`src/mcs_pkg.sv`:
```
// package of constants for the memory control settings block
// Operation
// RULE1 - bit 30 enables transaction retry
// RULE2 - bit 29 flushes writes before reads
// RULE3 - bits 28:25 set bad device threshold
// RULE4 - threshold also counts scrub passes per decrement
// RULE5 - software programs nonzero threshold before enhanced scrub
// RULE6 - bit 24 pads latency, holds through reset
// RULE7 - read-only bit 23 reports address fuse
// RULE8 - bit 22 selects 36 or 38 bit decode
// RULE9 - bit 21 is scratch, no effect
// RULE10 - bit 20 clear stalls engine, set resets
// RULE11 - engine enable not kept by config save
// RULE12 - bit 16 stored, no mirroring function
// RULE13 - bit 8 selects scrub error detection mode
// RULE14 - bit 7 set restarts scrub at lowest address
// RULE15 - software clears scrub before interleave changes
// RULE16 - software never sets bit 6 with mirroring
// RULE17 - bit 5 enables northbound crc/ecc checking
// RULE18 - checking off ignores alerts, no logging
// RULE19 - scrub sets bit 4, write clears
// RULE20 - scrub disable mid pass halts, no flag
// RULE21 - activations per window scale by mode
// RULE22 - limit 0 unlimited, 168 full bandwidth
// RULE23 - counter restarts per window, holds off
`default_nettype none
package mcs_pkg;
  localparam logic [7:0]  ADDR_SETTINGS   = 8'h40;
  localparam logic [7:0]  ADDR_THROTTLE   = 8'h44;
  localparam logic [7:0]  ADDR_SCRUB_SIZE = 8'h48;
  localparam logic [7:0]  ADDR_STATUS     = 8'h4c;
  localparam int          BIT_RETRY       = 30;
  localparam int          BIT_FLUSH       = 29;
  localparam int          THR_HI          = 28;
  localparam int          THR_LO          = 25;
  localparam int          BIT_ALIGN       = 24;
  localparam int          BIT_FUSE        = 23;
  localparam int          BIT_WIDE        = 22;
  localparam int          BIT_INIT        = 21;
  localparam int          BIT_ENGINE      = 20;
  localparam int          BIT_MIRROR      = 16;
  localparam int          BIT_ALGO        = 8;
  localparam int          BIT_SCRUB       = 7;
  localparam int          BIT_DEMAND      = 6;
  localparam int          BIT_ERRCHK      = 5;
  localparam int          BIT_DONE        = 4;
  // writable bits of the settings word
  localparam logic [31:0] SETTINGS_WMASK  = 32'h7f7101e0;
  localparam logic [31:0] SETTINGS_RESET  = 32'h00000000;
  localparam logic [7:0]  ACT_LIMIT_MAX   = 8'ha8;
  localparam int          LIMIT_SHIFT_M0  = 16;
  localparam int          LIMIT_SHIFT_M1  = 4;
  localparam int          FRAME_CYCLES    = 1344;
  localparam int          WINDOW_M0       = 16384 * FRAME_CYCLES;
  localparam int          WINDOW_M1       = 4 * FRAME_CYCLES;
  localparam logic [31:0] SCRUB_SIZE_RST  = 32'h00000400;
  localparam logic [3:0]  BAD_DEVICE_COUNT_SAT      = 4'hf;
endpackage
`default_nettype wire

```
`src/mcs_settings.sv`:
```
// memory control settings register, scrub engine and activation throttle
//
// Our own choice: the Avalon-MM slave port.
`default_nettype none
module mcs_settings #(
  parameter int unsigned WINDOW_M0_CYC = mcs_pkg::WINDOW_M0, // long throttle window
  parameter int unsigned WINDOW_M1_CYC = mcs_pkg::WINDOW_M1  // short throttle window
) (
  input  wire logic        clk,             // 50 mhz core clock
  input  wire logic        rst,             // synchronous reset
  input  wire logic [7:0]  avs_address,     // byte address
  input  wire logic        avs_read,        // read request
  input  wire logic        avs_write,       // write request
  input  wire logic [31:0] avs_writedata,   // write data
  input  wire logic [3:0]  avs_byteenable,  // byte lanes
  output logic [31:0]      avs_readdata,    // read data
  output logic             avs_waitrequest, // stall
  output logic [1:0]       avs_response,    // 00 ok, 10 slave error
  input  wire logic        addr_width_fuse, // fuse pin, async
  input  wire logic        act_request,     // activation wanted
  output logic             act_grant,       // activation allowed
  input  wire logic        adj_symbol_err,  // adjacent symbol error pulse
  input  wire logic        nb_alert,        // northbound alert pulse
  input  wire logic        nb_error,        // northbound crc/ecc error pulse
  output logic             nb_error_log,    // logged northbound error
  output logic             nb_alert_seen,   // accepted alert
  output logic             retry_enable,    // retry on
  output logic             flush_writes,    // drain writes first
  output logic             frame_pad,       // pad round trip latency
  output logic             latency_hold,    // no latency growth on fast reset
  output logic             wide_decode,     // 38 bit decode
  output logic             engine_run,      // engine issues commands
  output logic             engine_reset,    // one-cycle engine reset
  output logic             scrub_enhanced,  // enhanced x8 detection
  output logic             demand_scrub,    // demand scrub on
  output logic             scrub_active,    // scrub pass running
  output logic [31:0]      scrub_addr,      // scrub address
  output logic             device_bad,      // device marked bad
  output logic [3:0]       bad_device_count // bad device counter
);
  logic [31:0] settings;
  logic [7:0]  act_limit;
  logic        window_mode;
  logic [31:0] scrub_size;
  logic        scrub_complete;
  logic        fuse_meta;
  logic        fuse_sync;
  logic        scrub_en_q;
  logic [3:0]  pass_count;
  logic [3:0]  adj_run;
  logic [31:0] win_count;
  logic [31:0] act_count;
  logic [31:0] act_allowed;
  logic        win_end;
  logic        scrub_step;
  logic        scrub_last;
  logic        sel_settings;
  logic        sel_throttle;
  logic        sel_size;
  logic        sel_status;
  logic        mapped;
  logic        rd_done;
  logic        wr_set;
  logic        wr_thr;
  logic        wr_size;
  logic [31:0] bemask;
  logic [3:0]  thresh;
  logic        engine_en_q;

  // address decode and lane mask
  assign sel_settings = avs_address == mcs_pkg::ADDR_SETTINGS;
  assign sel_throttle = avs_address == mcs_pkg::ADDR_THROTTLE;
  assign sel_size     = avs_address == mcs_pkg::ADDR_SCRUB_SIZE;
  assign sel_status   = avs_address == mcs_pkg::ADDR_STATUS;
  assign mapped       = sel_settings | sel_throttle | sel_size | sel_status;
  assign bemask       = {{8{avs_byteenable[3]}}, {8{avs_byteenable[2]}},
                         {8{avs_byteenable[1]}}, {8{avs_byteenable[0]}}};
  assign wr_set       = avs_write & ~avs_waitrequest & sel_settings;
  assign wr_thr       = avs_write & ~avs_waitrequest & sel_throttle;
  assign wr_size      = avs_write & ~avs_waitrequest & sel_size;
  assign thresh       = settings[mcs_pkg::THR_HI:mcs_pkg::THR_LO];

  // reads take one wait cycle, writes none
  always_ff @(posedge clk)
  begin
    if (rst)
      rd_done <= 1'b0;
    else
      rd_done <= avs_read & ~rd_done;
  end
  assign avs_waitrequest = avs_read & ~rd_done;

  // read data and response registered in the wait cycle
  always_ff @(posedge clk)
  begin
    if (rst)
    begin
      avs_readdata <= 32'h00000000;
      avs_response <= 2'b00;
    end
    else if (avs_read & ~rd_done)
    begin
      avs_response <= mapped ? 2'b00 : 2'b10;
      // RULE7 fuse readback
      if (sel_settings)
        avs_readdata <= (settings & mcs_pkg::SETTINGS_WMASK)
                        | ({31'h0, fuse_sync} << mcs_pkg::BIT_FUSE)
                        | ({31'h0, scrub_complete} << mcs_pkg::BIT_DONE);
      else if (sel_throttle)
        avs_readdata <= {23'h0, window_mode, act_limit};
      else if (sel_size)
        avs_readdata <= scrub_size;
      else if (sel_status)
        avs_readdata <= {22'h0, act_count >= act_allowed, scrub_active,
                         device_bad, 1'b0, bad_device_count, 2'b00};
      else
        avs_readdata <= 32'h00000000;
    end
    else if (avs_write)
      avs_response <= mapped ? 2'b00 : 2'b10;
  end

  // fuse synchroniser
  always_ff @(posedge clk)
  begin
    if (rst)
    begin
      fuse_meta <= 1'b0;
      fuse_sync <= 1'b0;
    end
    else
    begin
      fuse_meta <= addr_width_fuse;
      fuse_sync <= fuse_meta;
    end
  end

  // settings register; engine enable always resets to zero
  always_ff @(posedge clk)
  begin
    if (rst)
      // RULE11 engine enable not saved
      settings <= mcs_pkg::SETTINGS_RESET;
    else if (wr_set)
      settings <= (settings & ~(bemask & mcs_pkg::SETTINGS_WMASK))
                  | (avs_writedata & bemask & mcs_pkg::SETTINGS_WMASK);
  end

  // throttle and scrub size registers
  always_ff @(posedge clk)
  begin
    if (rst)
    begin
      act_limit   <= 8'h00;
      window_mode <= 1'b0;
      scrub_size  <= mcs_pkg::SCRUB_SIZE_RST;
    end
    else
    begin
      // RULE22 limit clamped to 168
      if (wr_thr & avs_byteenable[0])
        act_limit <= (avs_writedata[7:0] > mcs_pkg::ACT_LIMIT_MAX)
                     ? mcs_pkg::ACT_LIMIT_MAX : avs_writedata[7:0];
      if (wr_thr & avs_byteenable[1])
        window_mode <= avs_writedata[8];
      if (wr_size)
        scrub_size <= (scrub_size & ~bemask) | (avs_writedata & bemask);
    end
  end

  // mode outputs straight from register bits
  // RULE1 retry enable
  assign retry_enable   = settings[mcs_pkg::BIT_RETRY];
  // RULE2 write flush
  assign flush_writes   = settings[mcs_pkg::BIT_FLUSH];
  // RULE6 frame alignment
  assign frame_pad      = settings[mcs_pkg::BIT_ALIGN];
  assign latency_hold   = settings[mcs_pkg::BIT_ALIGN];
  // RULE8 decoder mode
  assign wide_decode    = settings[mcs_pkg::BIT_WIDE];
  // RULE13 scrub algorithm
  assign scrub_enhanced = settings[mcs_pkg::BIT_ALGO];
  assign demand_scrub   = settings[mcs_pkg::BIT_DEMAND];
  // RULE9 RULE12 scratch and mirror bits only stored, drive nothing

  // engine enable rise gives a one-cycle synchronous reset
  always_ff @(posedge clk)
  begin
    if (rst)
      engine_en_q <= 1'b0;
    else
      engine_en_q <= settings[mcs_pkg::BIT_ENGINE];
  end
  // RULE10 stall and engine reset
  assign engine_run   = settings[mcs_pkg::BIT_ENGINE] & engine_en_q;
  assign engine_reset = settings[mcs_pkg::BIT_ENGINE] & ~engine_en_q;

  // northbound checking gate
  // RULE17 RULE18 checking gate
  assign nb_error_log  = settings[mcs_pkg::BIT_ERRCHK] & nb_error;
  assign nb_alert_seen = settings[mcs_pkg::BIT_ERRCHK] & nb_alert;

  // patrol scrub engine
  assign scrub_step = scrub_active & engine_run;
  assign scrub_last = scrub_addr >= scrub_size - 32'h1;
  always_ff @(posedge clk)
  begin
    if (rst)
    begin
      scrub_en_q   <= 1'b0;
      scrub_active <= 1'b0;
      scrub_addr   <= 32'h00000000;
    end
    else
    begin
      scrub_en_q <= settings[mcs_pkg::BIT_SCRUB];
      // RULE14 restart at lowest address
      if (settings[mcs_pkg::BIT_SCRUB] & ~scrub_en_q)
      begin
        scrub_active <= 1'b1;
        scrub_addr   <= 32'h00000000;
      end
      // RULE20 immediate halt
      else if (~settings[mcs_pkg::BIT_SCRUB])
        scrub_active <= 1'b0;
      else if (scrub_step)
      begin
        if (scrub_last)
          scrub_active <= 1'b0;
        else
          scrub_addr <= scrub_addr + 32'h1;
      end
    end
  end

  // done flag; hardware set wins over software clear
  always_ff @(posedge clk)
  begin
    if (rst)
      scrub_complete <= 1'b0;
    // RULE19 set on finished pass
    else if (scrub_step & scrub_last & settings[mcs_pkg::BIT_SCRUB])
      scrub_complete <= 1'b1;
    else if (wr_set & avs_byteenable[0] & avs_writedata[mcs_pkg::BIT_DONE])
      scrub_complete <= 1'b0;
  end

  // bad device tracking by threshold
  always_ff @(posedge clk)
  begin
    if (rst)
    begin
      adj_run          <= 4'h0;
      device_bad       <= 1'b0;
      bad_device_count <= 4'h0;
      pass_count       <= 4'h0;
    end
    else
    begin
      // RULE3 consecutive errors mark bad
      if (adj_symbol_err)
      begin
        if (adj_run + 4'h1 >= thresh && thresh != 4'h0)
        begin
          device_bad <= 1'b1;
          adj_run    <= 4'h0;
          if (bad_device_count != mcs_pkg::BAD_DEVICE_COUNT_SAT)
            bad_device_count <= bad_device_count + 4'h1;
        end
        else
          adj_run <= adj_run + 4'h1;
      end
      // RULE4 passes per decrement
      else if (scrub_step & scrub_last & settings[mcs_pkg::BIT_SCRUB])
      begin
        adj_run <= 4'h0;
        if (pass_count + 4'h1 >= thresh)
        begin
          pass_count <= 4'h0;
          if (bad_device_count != mcs_pkg::BAD_DEVICE_COUNT_SAT && bad_device_count != 4'h0)
            bad_device_count <= bad_device_count - 4'h1;
        end
        else
          pass_count <= pass_count + 4'h1;
      end
    end
  end

  // allowed activations per window
  // RULE21 mode scaling
  assign act_allowed = window_mode ? ({24'h0, act_limit} << mcs_pkg::LIMIT_SHIFT_M1)
                                   : ({24'h0, act_limit} << mcs_pkg::LIMIT_SHIFT_M0);
  assign win_end = window_mode ? (win_count >= WINDOW_M1_CYC - 1)
                               : (win_count >= WINDOW_M0_CYC - 1);
  // RULE22 zero limit means unlimited
  assign act_grant = act_request & engine_run
                     & ((act_limit == 8'h00) | (act_count < act_allowed));

  // window timer and activation counter
  always_ff @(posedge clk)
  begin
    if (rst)
    begin
      win_count <= 32'h00000000;
      act_count <= 32'h00000000;
    end
    // RULE23 restart at window edge
    else if (win_end)
    begin
      win_count <= 32'h00000000;
      act_count <= 32'h00000000;
    end
    else
    begin
      win_count <= win_count + 32'h1;
      if (act_grant)
        act_count <= act_count + 32'h1;
    end
  end
endmodule
`default_nettype wire

```
`config.mk`:
```
export PLATFORM = sky130hd
export DESIGN_NAME = mcs_settings
export DESIGN_NICKNAME = d
export VERILOG_FILES = /design/src/mcs_pkg.sv /design/src/mcs_settings.sv
export SDC_FILE = /design/constraint.sdc
export NUM_CORES = 1
export LEC_CHECK = 0
export ABC_AREA = 0
export BUFFER_PORTS_ARGS = -buffer_cell sky130_fd_sc_hd__buf_2
export CAP_MARGIN = 20
export CORE_MARGIN = 8
export CORE_UTILIZATION = 63
export CTS_CLUSTER_DIAMETER = 150
export CTS_CLUSTER_SIZE = 30
export DETAILED_ROUTE_END_ITERATION = 6
export PLACE_DENSITY = 0.86
export SYNTH_ARGS = -nofsm -noshare
export SYNTH_HDL_FRONTEND = slang
export SYNTH_SLANG_ARGS = --single-unit
```
`constraint.sdc`:
```
create_clock -name clk -period 6.9 [get_ports clk]
set_input_delay 1.38 -clock clk [delete_from_list [all_inputs] [get_ports clk]]
set_output_delay 1.38 -clock clk [all_outputs]
set_load 0.01 [all_outputs]
```
# After elaboration in Yosys (flattened, before gate mapping)
# Cells that the tools add are included.
[classes] magnitude_cmp=8 add_sub_neg=8 reduce_logical=17 bitwise=38 n_eq_ne=9 n_mux=26
[ops] cell="32-bit by 1-bit adder with 32-bit output (second input constant)" n=3
[ops] cell="32-bit AND" n=3
[ops] cell="32-bit two-way mux" n=3
[ops] cell="32-bit greater-or-equal comparator" n=2
[ops] cell="4-bit two-way mux" n=10
[ops] cell="8-bit by 7-bit == test with 1-bit output (second input constant)" n=4
[ops] cell="32-bit by 13-bit greater-or-equal comparator with 1-bit output (second input constant)" n=1
[ops] cell="32-bit by 25-bit greater-or-equal comparator with 1-bit output (second input constant)" n=1
[ops] cell="32-bit by 24-bit < comparator with 1-bit output" n=1
[ops] cell="31-bit NOT with 32-bit output" n=1
[ops] cell="32-bit NOT" n=1
[ops] cell="32-bit by 31-bit OR with 32-bit output" n=1
[ops] cell="32-bit OR" n=1
[ops] cell="32-bit by 1-bit subtractor with 32-bit output (second input constant)" n=1
[ops] cell="31-bit by 24-bit OR with 31-bit output" n=1
[ops] cell="31-bit by 5-bit OR with 31-bit output" n=1
[ops] cell="24-bit two-way mux" n=1
[ops] cell="1-bit AND" n=19
[ops] cell="4-bit by 1-bit adder with 4-bit output (second input constant)" n=3
[ops] cell="10-bit two-way mux" n=1
[ops] cell="2-bit nonzero test" n=5
[ops] cell="4-bit greater-or-equal comparator" n=2
[ops] cell="8-bit greater-than comparator (second input constant)" n=1
[ops] cell="8-bit logical NOT" n=1
[ops] cell="other kinds (15)" n=38
[totals] reg_bits=223 wordCells=126 in_bits=53 out_inout_bits=85

# Longest topological paths before layout
# Gate-level depths: netlist of the first run.
[logic_depth] ltp_word=9 depth_mapped=18 mapped_depth_nobuf=16

# Worst setup path after synthesis of the first run
# OpenSTA, ideal clock, no wires.
[synth_timing] path_type="reg2reg" startpoint="register with a tool-made name" endpoint="register pass_count[2]" n_path_buf=2 setup_time_ps=70 t_arrival_ps=3998 synth_period_minus_slack_ps=4068 path_slack_ps=2832 stages_incl_launch_ff=17 required_ps=6830 cell_sequence="dfxtp_1 -> clkbuf_1 -> nor4_2 -> nand4_1 -> or3_1 -> or4_1 -> buf_2 -> nor4_2 -> xnor2_1 -> ha_1 -> nand4_1 -> nor4_1 -> nand2_1 -> a31oi_2 -> o211ai_1 -> or4_1 -> a21oi_1"
[synth_rtl] item="end signal: assignment" line_no="mcs_settings.sv:284" source="pass_count <= pass_count + 4'h1;"
[synth_rtl] item="end: declaration" line_no="mcs_settings.sv:49" source="logic [3:0] pass_count;"

==> flow_summary.ini, run 1 <==
[synth]
netlist_instances = 1268
yosys.area.top_type = dfxtp_1
yosys_warnings = 0
synth-seq-cells = 205
yosysUniqueCellTypes = 67
ys_async_sr_fraction = 0
synth_seq_area_share = 0.3833
synth_area_per_cell_um2 = 8.444
synthFlopType = dfxtp_1
synth_edf_count = 0
yosys.area.top_type_share = 0.3833
yosys-top-cells-area = dfxtp_1 (38%), ha_1 (7.6%), a21oi_1 (5.0%), xnor2_1 (4.9%), nand2_1 (4.4%)
synthesis.area_um2 = 10710

[floorplanning]
die_w_um = 146.4
num_rows = 47
die_h_um = 146.4
io_pins = 138
coreArea_um2 = 16580
start_util = 0.6456
dieArea_um2 = 21420

[job]
maxCapViolations = 0

[power]
p_per_area_nw_per_um2 = 164.3
p_leak_nw = 4.582
ir_drop_mv = 0.1991

[setup_path]
slowest_delay_ns = 0.60
critPathSlowestCell = nand4_1
cp.required_ns = 7.22
crit_chain = nor4_1 -> nand4_1 -> or3_1 -> or4_1 -> nor4_2 -> xnor2_1 -> ha_1 -> nand4_1 -> nor2_1 -> a221oi_1 -> nand4_1 -> nor4b_1 -> xnor2_1 -> nor2_1
crit_arrival_ns = 5.24
worstSetupPathType = reg -> reg
end_kind = flop
worst_path_most_repeated_cell = nand4_1
startpoint_type = flop
cp_max_fo = 14

[sta]
fin_crit_sh = 0.7128
slew_headroom = 0.3046
period_minus_slack_ns = 4.919
fin_skew_ns = 0.02187
tns_ns = 0
whs_ns = 0.4519
finalSetupViolCount = 0
hold_violations = 0
rsz0062_at_grt = no
maxSlewViolCount = 0
fmax_ghz = 0.2033
max_slew.worst_pin.slew_ns = 1.043

[route]
wl_met2_um = 13370
via_per_inst = 6.157
wirelength_um = 27590
drc = 1
drtAntennaViolNets = 0
wl_met1_um = 11340
post_drt_wl_per_cell_um = 17.36
highest-signal-layer = met5
first_pass_iters = 7
drt_iter0_drc = 667
wl_met3_um = 2154
vias = 9784

[cts]
cts_tree = done
clk_latency_ns = 0.48
hold_buffers = 0
path_clk_slew_ns = 0.11
root_buffer = clkbuf_16
cts_setup_buffers = 0
htreeDepth = 1
clk_path_buf_depth = 3
cts_resized = 0
cts.sinks = 205
cts_buffers = 10

[global_routing]
grt_first_pass_wirelength_um = 44990
antenna_found_initial = 2
grt_max_degree = 100
grt_use_total = 0.2449
globalRouteOverflowTotal = 0
grt_pass1_vias = 9272

[min_path]
hold_path_class = reg -> reg
min-delay-start = scrub_en_q$_SDFF_PP0_

[status]
violations = design-rule violations
status = finished with violations

[place]
place_hpwl_um = 20290
io_buffers = 136
gp_congestion = 0.8913

[final_layout]
drive_gt1_frac = 0.1432
diodes = 0
layout.nets = 1488
area_growth_pct = 9.933
[synth_stat cells (5+ instances only)]
cell      count
or4_1        18
nand3_1      86
a21oi_1     108
clkbuf_1     43
nand2_1     126
or3_1        20
and2_1        7
inv_1        35
nor2_1      126
a22o_1        5
buf_2         9
xnor2_1      60
and4_1       10
a221oi_1      5
o21ai_0      37
xor2_1       28
nor3_1       35
mux2_2       11
nand2b_1     16
nor4_1       24
nand4_1      25
nor2b_1      16
a22oi_1      37
nor4b_1       9
a21o_1        9
ha_1         65
dfxtp_1     205
and3_1       10
mux2i_1       5
nor3b_1       5
o31ai_1      14
[cells in the final DEF, fill, tap and decap left out, types with 24 or more instances in the layout]
cell       n
nor2_1   126
nor4_1    24
a22oi_1   36
nand2_1  126
o21ai_0   37
a21oi_1  108
xor2_1    28
nand4_1   25
inv_1     35
nor3_1    34
nand3_1   86
xnor2_1   60
ha_1      65
dfxtp_1  205
buf_2    135
[worst paths after layout]
kind,cells past startpoint,slack (ns),endpoint
setup / recovery,14,1.98,scrub_addr[27]$_SDFFE_PP0P_
hold / removal,1,0.45,scrub_active$_SDFFE_PP0P_
setup reg to reg,14,1.98,scrub_addr[27]$_SDFFE_PP0P_
hold reg to reg,1,0.45,scrub_active$_SDFFE_PP0P_
[layout make-up]
class                   instances  area [um2]
inverters                      35       131.4
clock buffers                  11       275.3
flip-flops and latches        205        4104
well taps                     220       275.3
multi-input cells             975        6248
fillers                      1333        4813
repair buffers                142       728.2
clock inverters                 1       7.507
[metal layers]
metal / global-route usage / up-vias
met5: 0 / -
met4: 0.08140 / 4
met3: 0.04295 / 62
met2: 0.4160 / 382
met1: 0.3082 / 4604
li1: - / 4732
[through the flow]
stage / power [mW] / setup WS [ns] / std cells / area, um2 / utilization
2_1_floorplan: 1.259 / 2.832 / 1275 / 10730 / -
3_5_place_dp: 1.289 / 1.995 / 1577 / 11490 / 0.6927
4_1_cts: 1.937 / 1.977 / 1589 / 11770 / 0.7097
6_report: 1.933 / 1.981 / 1589 / 11770 / 0.7097
5_1_grt: 1.988 / 1.524 / 1589 / 11770 / 0.7097
3_3_place_gp: 1.288 / 2.227 / 1577 / 11490 / 0.6927
[cells by family (layout without fill, tap and decap cells)]
family | count (synthesis) | after routing | share of synthesized area
compound gates | 240 | 240 | 0.1387
xor+xnor | 88 | 88 | 0.07199
fa+ha+maj | 66 | 66 | 0.07783
buf+inv | 95 | 189 | 0.03716
flops | 205 | 205 | 0.3833
mux | 20 | 20 | 0.02466
other cells | 1 | 8 | 0.0003503
simple gates | 553 | 553 | 0.2660
[critical path: cells and delay by family, from the launching register on]
| family | cells | cell delay (ns) |
|---|---|---|
| simple gates | 10 | 3.35 |
| compound gates | 1 | 0.42 |
| flops | 1 | 0.39 |
| xor+xnor | 2 | 0.33 |
| fa+ha+maj | 1 | 0.27 |
[where the power goes]
group	total, mW	switching, mW	internal, mW
registers	1.19	0.00239	1.19
clock network	0.669	0.379	0.290
logic	0.0746	0.0505	0.0241
(Power assumes the default switching activity.)
==> inputs of run 2 (changes only) <==
CORE_UTILIZATION = 53   (was 63)
PLACE_DENSITY = 0.77   (was 0.86)
clock period = 4.2 ns   (was 6.9 ns; I/O delays follow)
==> run 2 against run 1 <==
  * The run now ends clean
  * First-iteration DRC count rose by 1.2%
  * Clock skew is 0.0086 ns lower
  * Register-to-register slack worse by 1.9 ns
  * Final cell count grew 5.7%
  * Largest power group unchanged
==> flow_summary.ini, run 2 (same netlist as run 1, synthesis figures left out) <==
[sta]
slew_headroom = 0.4992
fin_skew_ns = 0.01324
fin_crit_sh = 0.9800
hold_violations = 0
finalSetupViolCount = 0
fmax_ghz = 0.2430
maxSlewViolCount = 0
rsz0062_at_grt = yes
max_slew.worst_pin.slew_ns = 0.7511
period_minus_slack_ns = 4.116

[setup_path]
startpoint_type = flop
slowest_delay_ns = 0.56
end_kind = flop
crit_arrival_ns = 4.45
crit_chain = or4_1 -> or3_4 -> or4_4 -> nor3b_4 -> xnor2_1 -> ha_1 -> nand4_1 -> nor2_2 -> a221oi_2 -> buf_4 -> nand4_1 -> buf_6 -> buf_4 -> nor3_1 -> xnor2_1 -> nor2_1
rr_endpoint = scrub_addr[9]$_SDFFE_PP0P_
worstSetupPathType = reg -> reg
worst-r2r-cell-count = 16
cp_max_fo = 7
cp.required_ns = 4.53
critPathSlowestCell = or4_1
r2r_slack_ns = 0.08

[min_path]
hold_end = fuse_sync$_SDFF_PP0_
whs_path_depth = 1
min-delay-start = fuse_meta$_SDFF_PP0_
hold_path_class = reg -> reg

[cts]
clk_path_buf_depth = 3
htreeDepth = 1
cts_buffers = 10
hold_buffers = 0
cts.sinks = 205
path_clk_slew_ns = 0.11
clk_latency_ns = 0.47
root_buffer = clkbuf_16
cts_tree = done

[power]
ir_drop_mv = 0.2484
p_per_area_nw_per_um2 = 256.2
power_mw = 3.166
p_leak_nw = 4.790

[final_layout]
layout.nets = 1524
drive_gt1_frac = 0.1851
post-route-util = 0.6166
regArea_um2 = 4105
area_growth_pct = 15.40
fillers = 1794
multi_input_area_um2 = 6485
final_common_cell = dfxtp_1
final_cell_mix = dfxtp_1 (204), buf_2 (136), nand2_1 (125)

[floorplanning]
start_util = 0.5343
io_pins = 138
coreArea_um2 = 20040
dieArea_um2 = 25010
num_rows = 52
die_w_um = 158.1
die_h_um = 158.1

[global_routing]
grt_use_total = 0.2187
use_met1 = 0.2831
globalRouteOverflowTotal = 0
grt_util_met3 = 0.04040
grt_max_degree = 58
grt_first_pass_wirelength_um = 44780
grtUsageMet2 = 0.3669
grt_pass1_vias = 9102
antenna_found_initial = 6
top_usage_layer = met2

[route]
drtAntennaViolNets = 0
post_drt_wl_per_cell_um = 16.72
via_per_inst = 5.772
vias = 9692
drc = 0
wirelength_um = 28080
drt_iter0_drc = 675
first_pass_iters = 5

[job]
maxCapViolations = 0

[place]
io_buffers = 136
gp_congestion = 0.8495
place_hpwl_um = 20810

[status]
status = completed
## run 2: changes by cell type in the layout (fill, tap and decap cells not counted), sizes merged
cell,delta
diode,+4
buf,+36
## run 2: worst max path at each step
| stage | to | from | slack (ns) | depth (start not counted) |
|---|---|---|---|---|
| global route | scrub_addr[5]$_SDFFE_PP0P_ | flop | -0.14 | 18 |
| CTS | pass_count[2]$_SDFFE_PP0P_ | flop | 0.01 | 17 |
| finish | scrub_addr[9]$_SDFFE_PP0P_ | flop | 0.08 | 16 |
| detailed placement | scrub_addr[1]$_SDFFE_PP0P_ | flop | -0.07 | 16 |
| floorplan | pass_count[2]$_SDFFE_PP0P_ | flop | 0.13 | 16 |
| global placement | scrub_addr[1]$_SDFFE_PP0P_ | flop | 0.01 | 16 |
## run 2: area by class of cell
class,count,area share
Clock inverter,1,0.0006076
Multi-Input combinational cell,975,0.5249
Clock buffer,11,0.02228
Inverter,35,0.01063
Sequential cell,205,0.3323
Timing Repair Buffer,178,0.08121
Antenna cell,4,0.0008101
Tap cell,270,0.02734
## run 2: per-layer routing
metal | up-vias | part of all wire | routed length (um)
met1 | 4530 | 0.42 | 11910
met2 | 308 | 0.47 | 13300
li1 | 4803 | - | -
met4 | 4 | 0.022 | 614
met3 | 47 | 0.079 | 2232
met5 | - | 0.00078 | 22
## run 2: per-stage QoR
stage	cell area [um2]	worst slack, ns	cells	hold slack [ns]	setup TNS [ns]
5_1_grt	12350	-0.1362	1678	0.4696	-2.445
3_5_place_dp	11790	-0.07168	1659	0.4295	-0.2721
4_1_cts	12090	0.01276	1671	0.4579	0
3_3_place_gp	11790	0.01122	1659	0.4269	0
6_report	12360	0.08393	1679	0.4584	0
2_1_floorplan	10730	0.1316	1275	0.4138	0
## run 2: what timing repair did
action	CTS	global route
gates resized for setup	4	39
pin swaps	0	7
hold endpoints to repair	0	0
endpoints found under the setup margin	10	46
buffers inserted	0	3
cloned	0	1
## run 2: worst max-delay path, delay by kind of cell, from the launching register on
family	cells	cell delay (ns)
xor gates and xnor gates	2	0.28
and+or+nand+nor	9	2.37
adders and majority gates	1	0.26
AOI/OAI and AO/OA	1	0.23
DFF	1	0.32
buffers and inverters	3	0.51
## run 2: power by group
group          total [mW]  internal [mW]  leakage (nW)  switching, mW
combinational       0.125         0.0420          3.00         0.0834
sequential           1.95           1.95          1.65        0.00373
clock                1.09          0.476         0.136          0.610
